$ cat src/cmp_amp_pkg.sv
// Package: register map, field positions and reset values for the block
package cmp_amp_pkg;

  // Register byte offsets (documented control register, own status/mask)
  localparam logic [23:0] CTRL_ADDR   = 24'hFFE510;
  localparam logic [23:0] STATUS_ADDR = 24'hFFE514;
  localparam logic [23:0] MASK_ADDR   = 24'hFFE518;
  localparam int          ADDR_W      = 24;

  // Control register field positions
  localparam int COMP_ON_BIT    = 0;
  localparam int LEVEL_BIT      = 1;
  localparam int POLARITY_BIT   = 2;
  localparam int EDGE_BIT       = 3;
  localparam int NEG_SEL_BIT    = 4;
  localparam int AMP_ON_BIT     = 7;

  // Status and mask field positions
  localparam int EV_EDGE_BIT    = 0;
  localparam int EV_CHANGE_BIT  = 1;
  localparam int EV_W           = 2;

  // Reset values
  localparam logic [7:0]      CTRL_RESET  = 8'h00;
  localparam logic [EV_W-1:0] EV_RESET    = 2'h0;
  localparam logic [31:0]     READ_ZERO   = 32'h0000_0000;

  // Synchroniser depth
  localparam int SYNC_STAGES = 2;

  // Edge-select encoding
  typedef enum logic {
    EDGE_RISING,
    EDGE_FALLING
  } edge_choice_t;

  // Word-aligned address compare
  function automatic logic addr_hit(input logic [ADDR_W-1:0] a,
                                    input logic [ADDR_W-1:0] r);
    addr_hit = (a[ADDR_W-1:2] == r[ADDR_W-1:2]);
  endfunction : addr_hit

endpackage : cmp_amp_pkg

$ cat src/cmp_sync_if.sv
// Interface: synchronised comparator level and its edge pulses
`timescale 1ns/1ps
interface cmp_sync_if;
  logic level;
  logic rise;
  logic fall;

  modport src (output level, output rise, output fall);
  modport dst (input  level, input  rise, input  fall);
endinterface : cmp_sync_if

$ cat src/comparator_opamp_control.sv
// Top: comparator and op-amp control with Wishbone slave and interrupt
`timescale 1ns/1ps
module comparator_opamp_control
  import cmp_amp_pkg::*;
(
  // Clock, reset, enable
  input  wire logic              clk_i,
  input  wire logic              rst_i,
  input  wire logic              ce_i,
  // Wishbone classic slave
  input  wire logic              cyc_i,
  input  wire logic              stb_i,
  input  wire logic              we_i,
  input  wire logic [ADDR_W-1:0] adr_i,
  input  wire logic [3:0]        sel_i,
  input  wire logic [31:0]       dat_i,
  output logic      [31:0]       dat_o,
  output logic                   ack_o,
  // Analog comparator side
  input  wire logic              comparator_raw_i,
  output logic                   comparator_on_o,
  output logic                   negative_input_choice_o,
  output logic                   fault_o,
  // Analog amplifier side
  input  wire logic              amplifier_raw_i,
  input  wire logic              schmitt_on_i,
  output logic                   amplifier_on_o,
  output logic                   amplifier_out_pin_oe_o,
  output logic                   amplifier_level_o,
  // Interrupt
  output logic                   irq_o
);

  cmp_sync_if cmp ();

  logic         comp_on;
  logic         amp_on;
  logic         neg_sel;
  edge_choice_t edge_sel;
  logic         polarity;
  logic         req;
  logic         hit_ctrl;
  logic         hit_status;
  logic         hit_mask;
  logic         ctrl_wr;
  logic         edge_ev;
  logic [EV_W-1:0] ev_set;
  logic [EV_W-1:0] status_reg;
  logic [EV_W-1:0] mask_reg;
  logic [EV_W-1:0] status_next;
  logic [7:0]      ctrl_view;
  logic [31:0]     rd_next;
  logic            status_wr;
  logic            mask_wr;
  logic [SYNC_STAGES-1:0] amp_sync_reg;

  // Only byte lane 0 carries register bits; other lanes are ignored
  function automatic logic low_byte_write(input logic       take,
                                          input logic       write,
                                          input logic [3:0] lanes,
                                          input logic       hit);
    low_byte_write = take & write & lanes[0] & hit;
  endfunction : low_byte_write

  // Request is taken only when no ack is pending, giving one-cycle acks
  assign req        = cyc_i & stb_i & ~ack_o & ce_i;
  assign hit_ctrl   = addr_hit(adr_i, CTRL_ADDR);
  assign hit_status = addr_hit(adr_i, STATUS_ADDR);
  assign hit_mask   = addr_hit(adr_i, MASK_ADDR);
  assign ctrl_wr    = low_byte_write(req, we_i, sel_i, hit_ctrl);
  assign status_wr  = low_byte_write(req, we_i, sel_i, hit_status);
  assign mask_wr    = low_byte_write(req, we_i, sel_i, hit_mask);

  cmp_level_sync u_sync (
    .clk_i (clk_i),
    .rst_i (rst_i),
    .ce_i  (ce_i),
    .raw_i (comparator_raw_i),
    .sync  (cmp.src)
  );

  cmp_amp_regs u_regs (
    .clk_i                   (clk_i),
    .rst_i                   (rst_i),
    .ce_i                    (ce_i),
    .wr_i                    (ctrl_wr),
    .wdata_i                 (dat_i[7:0]),
    .comparator_on_o         (comp_on),
    .amplifier_on_o          (amp_on),
    .negative_input_choice_o (neg_sel),
    .irq_edge_choice_o       (edge_sel),
    .fault_polarity_o        (polarity)
  );

  assign edge_ev = (edge_sel == EDGE_RISING) ? cmp.rise : cmp.fall;
  // Gated by the enable: a powered-down comparator raises nothing
  assign ev_set[EV_EDGE_BIT]   = comp_on & edge_ev;
  assign ev_set[EV_CHANGE_BIT] = comp_on & (cmp.rise | cmp.fall);

  // Set wins over a write-one clear in the same cycle
  always_comb begin
    status_next = status_reg;
    if (status_wr) begin
      status_next = status_reg & ~dat_i[EV_W-1:0];
    end
    status_next = status_next | ev_set;
  end

  always_ff @(posedge clk_i) begin
    if (rst_i) begin
      status_reg <= EV_RESET;
    end else if (ce_i) begin
      status_reg <= status_next;
    end
  end

  always_ff @(posedge clk_i) begin
    if (rst_i) begin
      mask_reg <= EV_RESET;
    end else if (mask_wr) begin
      mask_reg <= dat_i[EV_W-1:0];
    end
  end

  always_ff @(posedge clk_i) begin
    if (rst_i) begin
      irq_o <= 1'b0;
    end else if (ce_i) begin
      irq_o <= |(status_next & mask_reg);
    end
  end

  always_comb begin
    ctrl_view               = 8'h00;
    ctrl_view[COMP_ON_BIT]  = comp_on;
    ctrl_view[LEVEL_BIT]    = cmp.level;
    ctrl_view[POLARITY_BIT] = polarity;
    ctrl_view[EDGE_BIT]     = edge_sel;
    ctrl_view[NEG_SEL_BIT]  = neg_sel;
    ctrl_view[AMP_ON_BIT]   = amp_on;
  end

  // Unmapped addresses still ack and read zero, so the bus never hangs
  always_comb begin
    rd_next = READ_ZERO;
    if (hit_ctrl) begin
      rd_next[7:0] = ctrl_view;
    end else if (hit_status) begin
      rd_next[EV_W-1:0] = status_reg;
    end else if (hit_mask) begin
      rd_next[EV_W-1:0] = mask_reg;
    end
  end

  // One-cycle answer; ack high blocks a second take of the same request
  always_ff @(posedge clk_i) begin
    if (rst_i) begin
      ack_o <= 1'b0;
    end else if (ce_i) begin
      ack_o <= req;
    end
  end

  // Read data stands only with its ack, zero otherwise
  always_ff @(posedge clk_i) begin
    if (rst_i) begin
      dat_o <= READ_ZERO;
    end else if (ce_i) begin
      dat_o <= req ? rd_next : READ_ZERO;
    end
  end

  always_ff @(posedge clk_i) begin
    if (rst_i) begin
      comparator_on_o <= 1'b0;
    end else if (ce_i) begin
      comparator_on_o <= comp_on;
    end
  end

  always_ff @(posedge clk_i) begin
    if (rst_i) begin
      amplifier_on_o <= 1'b0;
    end else if (ce_i) begin
      amplifier_on_o <= amp_on;
    end
  end

  always_ff @(posedge clk_i) begin
    if (rst_i) begin
      negative_input_choice_o <= 1'b0;
    end else if (ce_i) begin
      negative_input_choice_o <= neg_sel;
    end
  end

  // pin drives only while amplifier on
  always_ff @(posedge clk_i) begin
    if (rst_i) begin
      amplifier_out_pin_oe_o <= 1'b0;
    end else if (ce_i) begin
      amplifier_out_pin_oe_o <= amp_on;
    end
  end

  always_ff @(posedge clk_i) begin
    if (rst_i) begin
      fault_o <= 1'b0;
    end else if (ce_i) begin
      fault_o <= comp_on & (cmp.level ^ polarity);
    end
  end

  // Amplifier level is asynchronous too; first stage feeds only the second
  always_ff @(posedge clk_i) begin
    if (rst_i) begin
      amp_sync_reg <= '0;
    end else if (ce_i) begin
      amp_sync_reg <= {amp_sync_reg[SYNC_STAGES-2:0], amplifier_raw_i};
    end
  end

  // level visible only when both enabled
  always_ff @(posedge clk_i) begin
    if (rst_i) begin
      amplifier_level_o <= 1'b0;
    end else if (ce_i) begin
      amplifier_level_o <= amp_on & schmitt_on_i & amp_sync_reg[SYNC_STAGES-1];
    end
  end

endmodule : comparator_opamp_control

$ cat src/cmp_level_sync.sv
// Two-flop synchroniser with edge detection on the comparator output
`timescale 1ns/1ps
module cmp_level_sync
  import cmp_amp_pkg::*;
(
  // Clock and control
  input  wire logic   clk_i,
  input  wire logic   rst_i,
  input  wire logic   ce_i,
  // Raw asynchronous level
  input  wire logic   raw_i,
  // Synchronised result
  cmp_sync_if.src     sync
);

  logic [SYNC_STAGES-1:0] stage_reg;
  logic                   last_reg;

  always_ff @(posedge clk_i) begin
    if (rst_i) begin
      stage_reg <= '0;
    end else if (ce_i) begin
      stage_reg <= {stage_reg[SYNC_STAGES-2:0], raw_i};
    end
  end

  // Only the last stage feeds the edge detector
  always_ff @(posedge clk_i) begin
    if (rst_i) begin
      last_reg <= 1'b0;
    end else if (ce_i) begin
      last_reg <= stage_reg[SYNC_STAGES-1];
    end
  end

  assign sync.level = stage_reg[SYNC_STAGES-1];
  assign sync.rise  = ce_i & stage_reg[SYNC_STAGES-1] & ~last_reg;
  assign sync.fall  = ce_i & ~stage_reg[SYNC_STAGES-1] & last_reg;

endmodule : cmp_level_sync

$ cat src/cmp_amp_regs.sv
// Control register storage with software-written fields
`timescale 1ns/1ps
module cmp_amp_regs
  import cmp_amp_pkg::*;
(
  // Clock and control
  input  wire logic       clk_i,
  input  wire logic       rst_i,
  input  wire logic       ce_i,
  // Write port
  input  wire logic       wr_i,
  input  wire logic [7:0] wdata_i,
  // Stored fields
  output logic            comparator_on_o,
  output logic            amplifier_on_o,
  output logic            negative_input_choice_o,
  output edge_choice_t    irq_edge_choice_o,
  output logic            fault_polarity_o
);

  logic [7:0] ctrl_reg;

  always_ff @(posedge clk_i) begin
    if (rst_i) begin
      ctrl_reg <= CTRL_RESET;
    end else if (ce_i && wr_i) begin
      ctrl_reg <= wdata_i;
    end
  end

  assign comparator_on_o         = ctrl_reg[COMP_ON_BIT];
  assign amplifier_on_o          = ctrl_reg[AMP_ON_BIT];
  assign negative_input_choice_o = ctrl_reg[NEG_SEL_BIT];
  assign irq_edge_choice_o       = edge_choice_t'(ctrl_reg[EDGE_BIT]);
  assign fault_polarity_o        = ctrl_reg[POLARITY_BIT];

endmodule : cmp_amp_regs

$ cat config.mk
export PLATFORM = sky130hd
export DESIGN_NAME = comparator_opamp_control
export DESIGN_NICKNAME = d
export VERILOG_FILES = /design/src/cmp_amp_pkg.sv /design/src/cmp_sync_if.sv /design/src/comparator_opamp_control.sv /design/src/cmp_level_sync.sv /design/src/cmp_amp_regs.sv
export SDC_FILE = /design/constraint.sdc
export NUM_CORES = 1
export LEC_CHECK = 0
export ABC_AREA = 1
export BUFFER_PORTS_ARGS = -buffer_cell sky130_fd_sc_hd__buf_2
export CAP_MARGIN = 20
export CORE_AREA = 2 2 66 68
export CTS_CLUSTER_SIZE = 40
export DETAILED_ROUTE_END_ITERATION = 6
export DIE_AREA = 0 0 68 70
export GPL_TIMING_DRIVEN = 0
export MAX_ROUTING_LAYER = met4
export PLACE_DENSITY = 0.77
export SYNTH_ARGS = -nofsm -noshare
export SYNTH_HDL_FRONTEND = slang
export SYNTH_SLANG_ARGS = --single-unit
$ cat constraint.sdc
create_clock -name clk_i -period 1.65 [get_ports clk_i]
set_input_delay 0.165 -clock clk_i [delete_from_list [all_inputs] [get_ports clk_i]]
set_output_delay 0.165 -clock clk_i [all_outputs]
set_load 0.03 [all_outputs]
# Yosys cells after proc, flatten, opt, wreduce, memory -nomap -nowiden
# Cells that the tools add are included.
# W data, S select, Z words.
op_classes:
  n_eq_ne: 3
  n_mux: 7
  bitwise: 26
  n_reduce_logical: 2
ops:
  columns: ["cell", "count"]
  rows:
  - ["$eq A22 B22 Y1 const B", 3]
  - ["$and A1 B1 Y1", 17]
  - ["$mux W2", 4]
  - ["$mux W8", 1]
  - ["$mux W6", 1]
  - ["$and A2 B2 Y2", 2]
  - ["$not A1 Y1", 3]
  - ["$not A2 Y2", 1]
  - ["$or A2 B2 Y2", 1]
  - ["$reduce_or A2 Y1", 1]
  - ["$logic_and A1 B1 Y1", 1]
  - ["$mux W1", 1]
  - ["$or A1 B1 Y1", 1]
  - ["$xor A1 B1 Y1", 1]
totals:
  out_inout_bits: 40
  wordCells: 52
  regBits: 56
  inputBits: 69

# Logic depth before layout (Yosys ltp)
depth:
  ltp_word: 10
  ltp_mapped: 12

# Hierarchy
# From an unflattened synthesis, not the netlist that was laid out.
unflattened:
  hier_cells: 221
  hier_area_um2: 1506.4
by_module_without_submodules:
  columns: ["mod", "n_inst", "area_each_um2", "cells_each", "seq_area_each_um2"]
  rows:
  - ["comparator_opamp_control", 1, 1182.4, 172, 380.4]
  - ["cmp_amp_regs", 1, 203.9, 32, 100.1]
  - ["cmp_level_sync", 1, 120.1, 17, 60.1]

# Worst setup path after synthesis
# Ideal clock, no wire load.
synth_path:
  path_type: "register -> register"
  start: "reg ack_o"
  end: "reg irq_o"
  path_stages_with_launch: 11
  setup_ns: 0.130
  setup_slack_ns: 0.278
  t_arrival_ns: 1.242
  path_cell_list: "dfxtp_1 inv_1 nand4_2 nor2_4 nand4_1 nand2_1 nand2_1 nand2_1 nand2_1 nor2_1 nor2_1"
synth_via:
  elab_chain_cells: 10
synth_lines:
  columns: ["item", "line", "text"]
  rows:
  - ["start, declared", "comparator_opamp_control.sv:18", "output logic ack_o,"]
  - ["start signal, assigned", "comparator_opamp_control.sv:160", "ack_o <= req;"]
  - ["$not A1 Y1", "comparator_opamp_control.sv:66", "assign req = cyc_i & stb_i & ~ack_o & ce_i;"]
  - ["$and A1 B1 Y1 (2 in a row)", "comparator_opamp_control.sv:66", null]
  - ["$and A1 B1 Y1 (3 in a row)", "comparator_opamp_control.sv:62", "low_byte_write = take & write & lanes[0] & hit;"]
  - ["$mux W2", "comparator_opamp_control.sv:103", "if (status_wr) begin"]
  - ["$or A2 B2 Y2", "comparator_opamp_control.sv:106", "status_next = status_next | ev_set;"]
  - ["$and A2 B2 Y2", "comparator_opamp_control.sv:129", "irq_o <= |(status_next & mask_reg);"]
  - ["$reduce_or A2 Y1", "comparator_opamp_control.sv:129", null]
  - ["end signal, assigned", "comparator_opamp_control.sv:129", null]
  - ["end, declared", "comparator_opamp_control.sv:31", "output logic irq_o"]
# Every way passes these cells.
# A chain may end at the register's enable or synchronous reset.

# Worst setup path after layout
# Same ends and word-level chain as after synthesis.

==> impl_metrics.tcl <==
set metrics [dict create \
    status "completed" \
    powerDensity_nw_per_um2 653.7 \
    cts.clk_slew.worst_paths_ps 100 \
    ys_ff_latch 27 \
    post_cts_buffers 0 \
    core_sq_um 4144 \
    tightest_slew_ps 549.4 \
    first_iter_violations 62 \
    seq_area_frac_synth_pct 35.44 \
    nets 359 \
    relSlewSlack_pct 63.38 \
    clk_latency_ps 270 \
    post_drt_wl_per_cell_um 9.411 \
    grt_pass1_vias 1336 \
    die_h_um 70 \
    multi_input_comb_area_sq_um 762.0 \
    crit_start "ack_o" \
    cts_buffers 3 \
    switchingPower_mw 0.3743 \
    max_freq_mhz 702.5 \
    cts_hold_buf 0 \
    place_area_sq_um 1939 \
    grt_setup_unrepaired "false" \
    critPathSlowestCell "dfxtp_1" \
    die_x_um 68 \
    end_kind "register" \
    cpPeakStageDelay_ps 350 \
    finalMaxSlewViolations 0 \
    power_frac_clock_pct 29.6 \
    pin_count 109 \
    cts_tree "yes" \
    hold_path_class "input pin to register" \
    hold_viol 0 \
    ant_nets 0 \
    largest_reg_flops 6 \
    diodes 0 \
    yosysWarnings 0 \
    min_period_ps 1424 \
    mostFrequentLayoutCell "buf_2" \
    path_class "register to register" \
    first_pass_iters 4 \
    clock-sinks 27 \
    reg2reg_slack_ps 230 \
    antenna_found_initial 0 \
    finClkSkew_ps 0.6400 \
    p_int_mw 0.9254 \
    ir_drop_v 0.0003103 \
    crit_end "irq_o" \
    crit_path_start_kind "register" \
    root_buffer "clkbuf_8" \
    vias 1451 \
    route.detailed.drc 0 \
    p_comb_share_pct 19.1 \
    gp_congestion 0.8499 \
    initial_core_util_pct 36.81 \
    wl_mm 3.209 \
    crit_arrival_ps 1570 \
    synth_top_cell_by_area "dfxtp_1" \
    cp_max_fo 4 \
    synth_area_sq_um 1525 \
    cap_violations 0 \
    p_seq_share_pct 51.4 \
    rows 24 \
    final_area_sq_um 1988 \
    setup_viol 0 \
    cts-htree-levels 1 \
    leakage_nw 0.9803 \
    syn_inst 209 \
    die_area_sq_um 4760 \
    num-fill-cells 428 \
    grt_first_pass_wirelength_mm 5.354 \
    layout_common_cells "buf_2 (53), nand2_1 (46), buf_4 (27), dfxtp_1 (27), conb_1 (26)" \
    worstPathRequired_ps 1800 \
    hpwlAfterDp_mm 2.620 \
    synth.distinct_cells 26 \
    r2r_start "ack_o" \
    grtUsageTotal_pct 14.49 \
    yosys.area.top_type_share_pct 35.44 \
    clk_path_buf_depth 2 \
    swShare_pct 28.80 \
    numPortBuffers 51 \
    layout-drive-gt1-share_pct 37.37 \
    cts_resized 0 \
    avgViaCountPerCell 4.255 \
    grt_max_degree 17 \
    final.period_utilization_pct 86.28 \
    avgSynthCellArea_sq_um 7.298 \
    crit_path_frequent_cell "nand2_1" \
    grt-ovfl-total 0 \
    final.setup.tns_ps 0 \
    path_cells "inv_1, nand4_2, nor2_4, nand4_1, nand2_1, nand2_1, nand2_1, nand2_1, nor2_1, nor2_1" \
    ys_top_cells_by_area "dfxtp_1 (35%), buf_4 (13%), nand2_1 (11%)" \
    reg2reg_depth 10 \
    r2r_end "irq_o" \
    syn2layout_area_growth_pct 30.35 \
    seq_area_sq_um 540.5 \
]
-- worst max-delay path: cells and delay by family, from the launching register on --
kind,cells,cell delay (ps)
AND/OR/NAND/NOR,9,870
buffers and inverters,1,80
flip-flops,1,350
-- power by group through the flow --
stage               clock network, mW  registers, mW  logic (mW)
floorplan                           0          0.685       0.179
global placement                    0          0.682       0.244
detailed placement                  0          0.682       0.246
CTS                             0.387          0.667       0.247
global route                    0.412          0.669       0.273
finish                          0.384          0.667       0.248
-- area by class of cell --
class	instances	area share, %
Buffer	32	12.08
Inverter	17	3.839
Clock inverter	1	0.3776
Timing Repair Buffer	51	12.84
Tap cell	52	3.272
Clock buffer	3	2.077
Multi-Input combinational cell	158	38.33
Sequential cell	27	27.19
-- how the worst min path moves through the flow --
| stage | startpoint | endpoint | slack (ps) | cells past startpoint |
|---|---|---|---|---|
| final | comparator_raw_i | u_sync.stage_reg[0] | 110 | 3 |
| after global routing | comparator_raw_i | u_sync.stage_reg[0] | 130 | 3 |
| after CTS | comparator_raw_i | u_sync.stage_reg[0] | 120 | 3 |
| after detailed placement | comparator_raw_i | u_sync.stage_reg[0] | 400 | 3 |
| after global placement | amplifier_raw_i | amp_sync_reg[0] | 390 | 3 |
| after floorplan | amplifier_raw_i | amp_sync_reg[0] | 300 | 2 |
-- layer usage --
layer  share of wire [%]  track usage, %
met2                  49           25.67
met5                   0               -
met4                0.65           3.333
met1                  42           16.67
met3                 7.4           2.415
-- cell families after synthesis --
| logic type | count (synthesis) | share of synthesized area (%) |
|---|---|---|
| simple gates | 100 | 31.17 |
| buf+inv | 49 | 20.75 |
| compound gates | 32 | 12.39 |
| flops | 27 | 35.44 |
| other cells | 1 | 0.2459 |
-- synthesized netlist by cell type --
master and count:
nor3_1 2, nand2_1 46, nor2_1 21, nand4_1 3, nor2_2 2, nor3_2 1, nand4_2 1, a21oi_1 15
buf_12 1, nand2_2 7, nor2_4 1, o211ai_1 1, and2_4 1, a21oi_2 7, inv_1 15, nand3b_2 1
conb_1 1, clkinv_1 1, nand3_1 13, buf_2 2, clkbuf_1 2, buf_4 27, o21ai_0 9, nand2_8 1
clkinv_8 1, dfxtp_1 27
-- through the flow --
stage / power [mW] / hold slack [ps] / worst slack, ps / utilization (%) / std cells
5_1_grt: 1.355 / 127.5 / 82.95 / 47.98 / 341
3_5_place_dp: 0.9289 / 403.8 / 233.2 / 46.80 / 337
4_1_cts: 1.301 / 118.3 / 225.4 / 47.98 / 341
2_1_floorplan: 0.8640 / 299.9 / 277.5 / - / 234
6_report: 1.300 / 114.7 / 226.4 / 47.98 / 341
3_3_place_gp: 0.9262 / 393.5 / 228.5 / 46.80 / 337
Power figures use the tool's default switching activity.
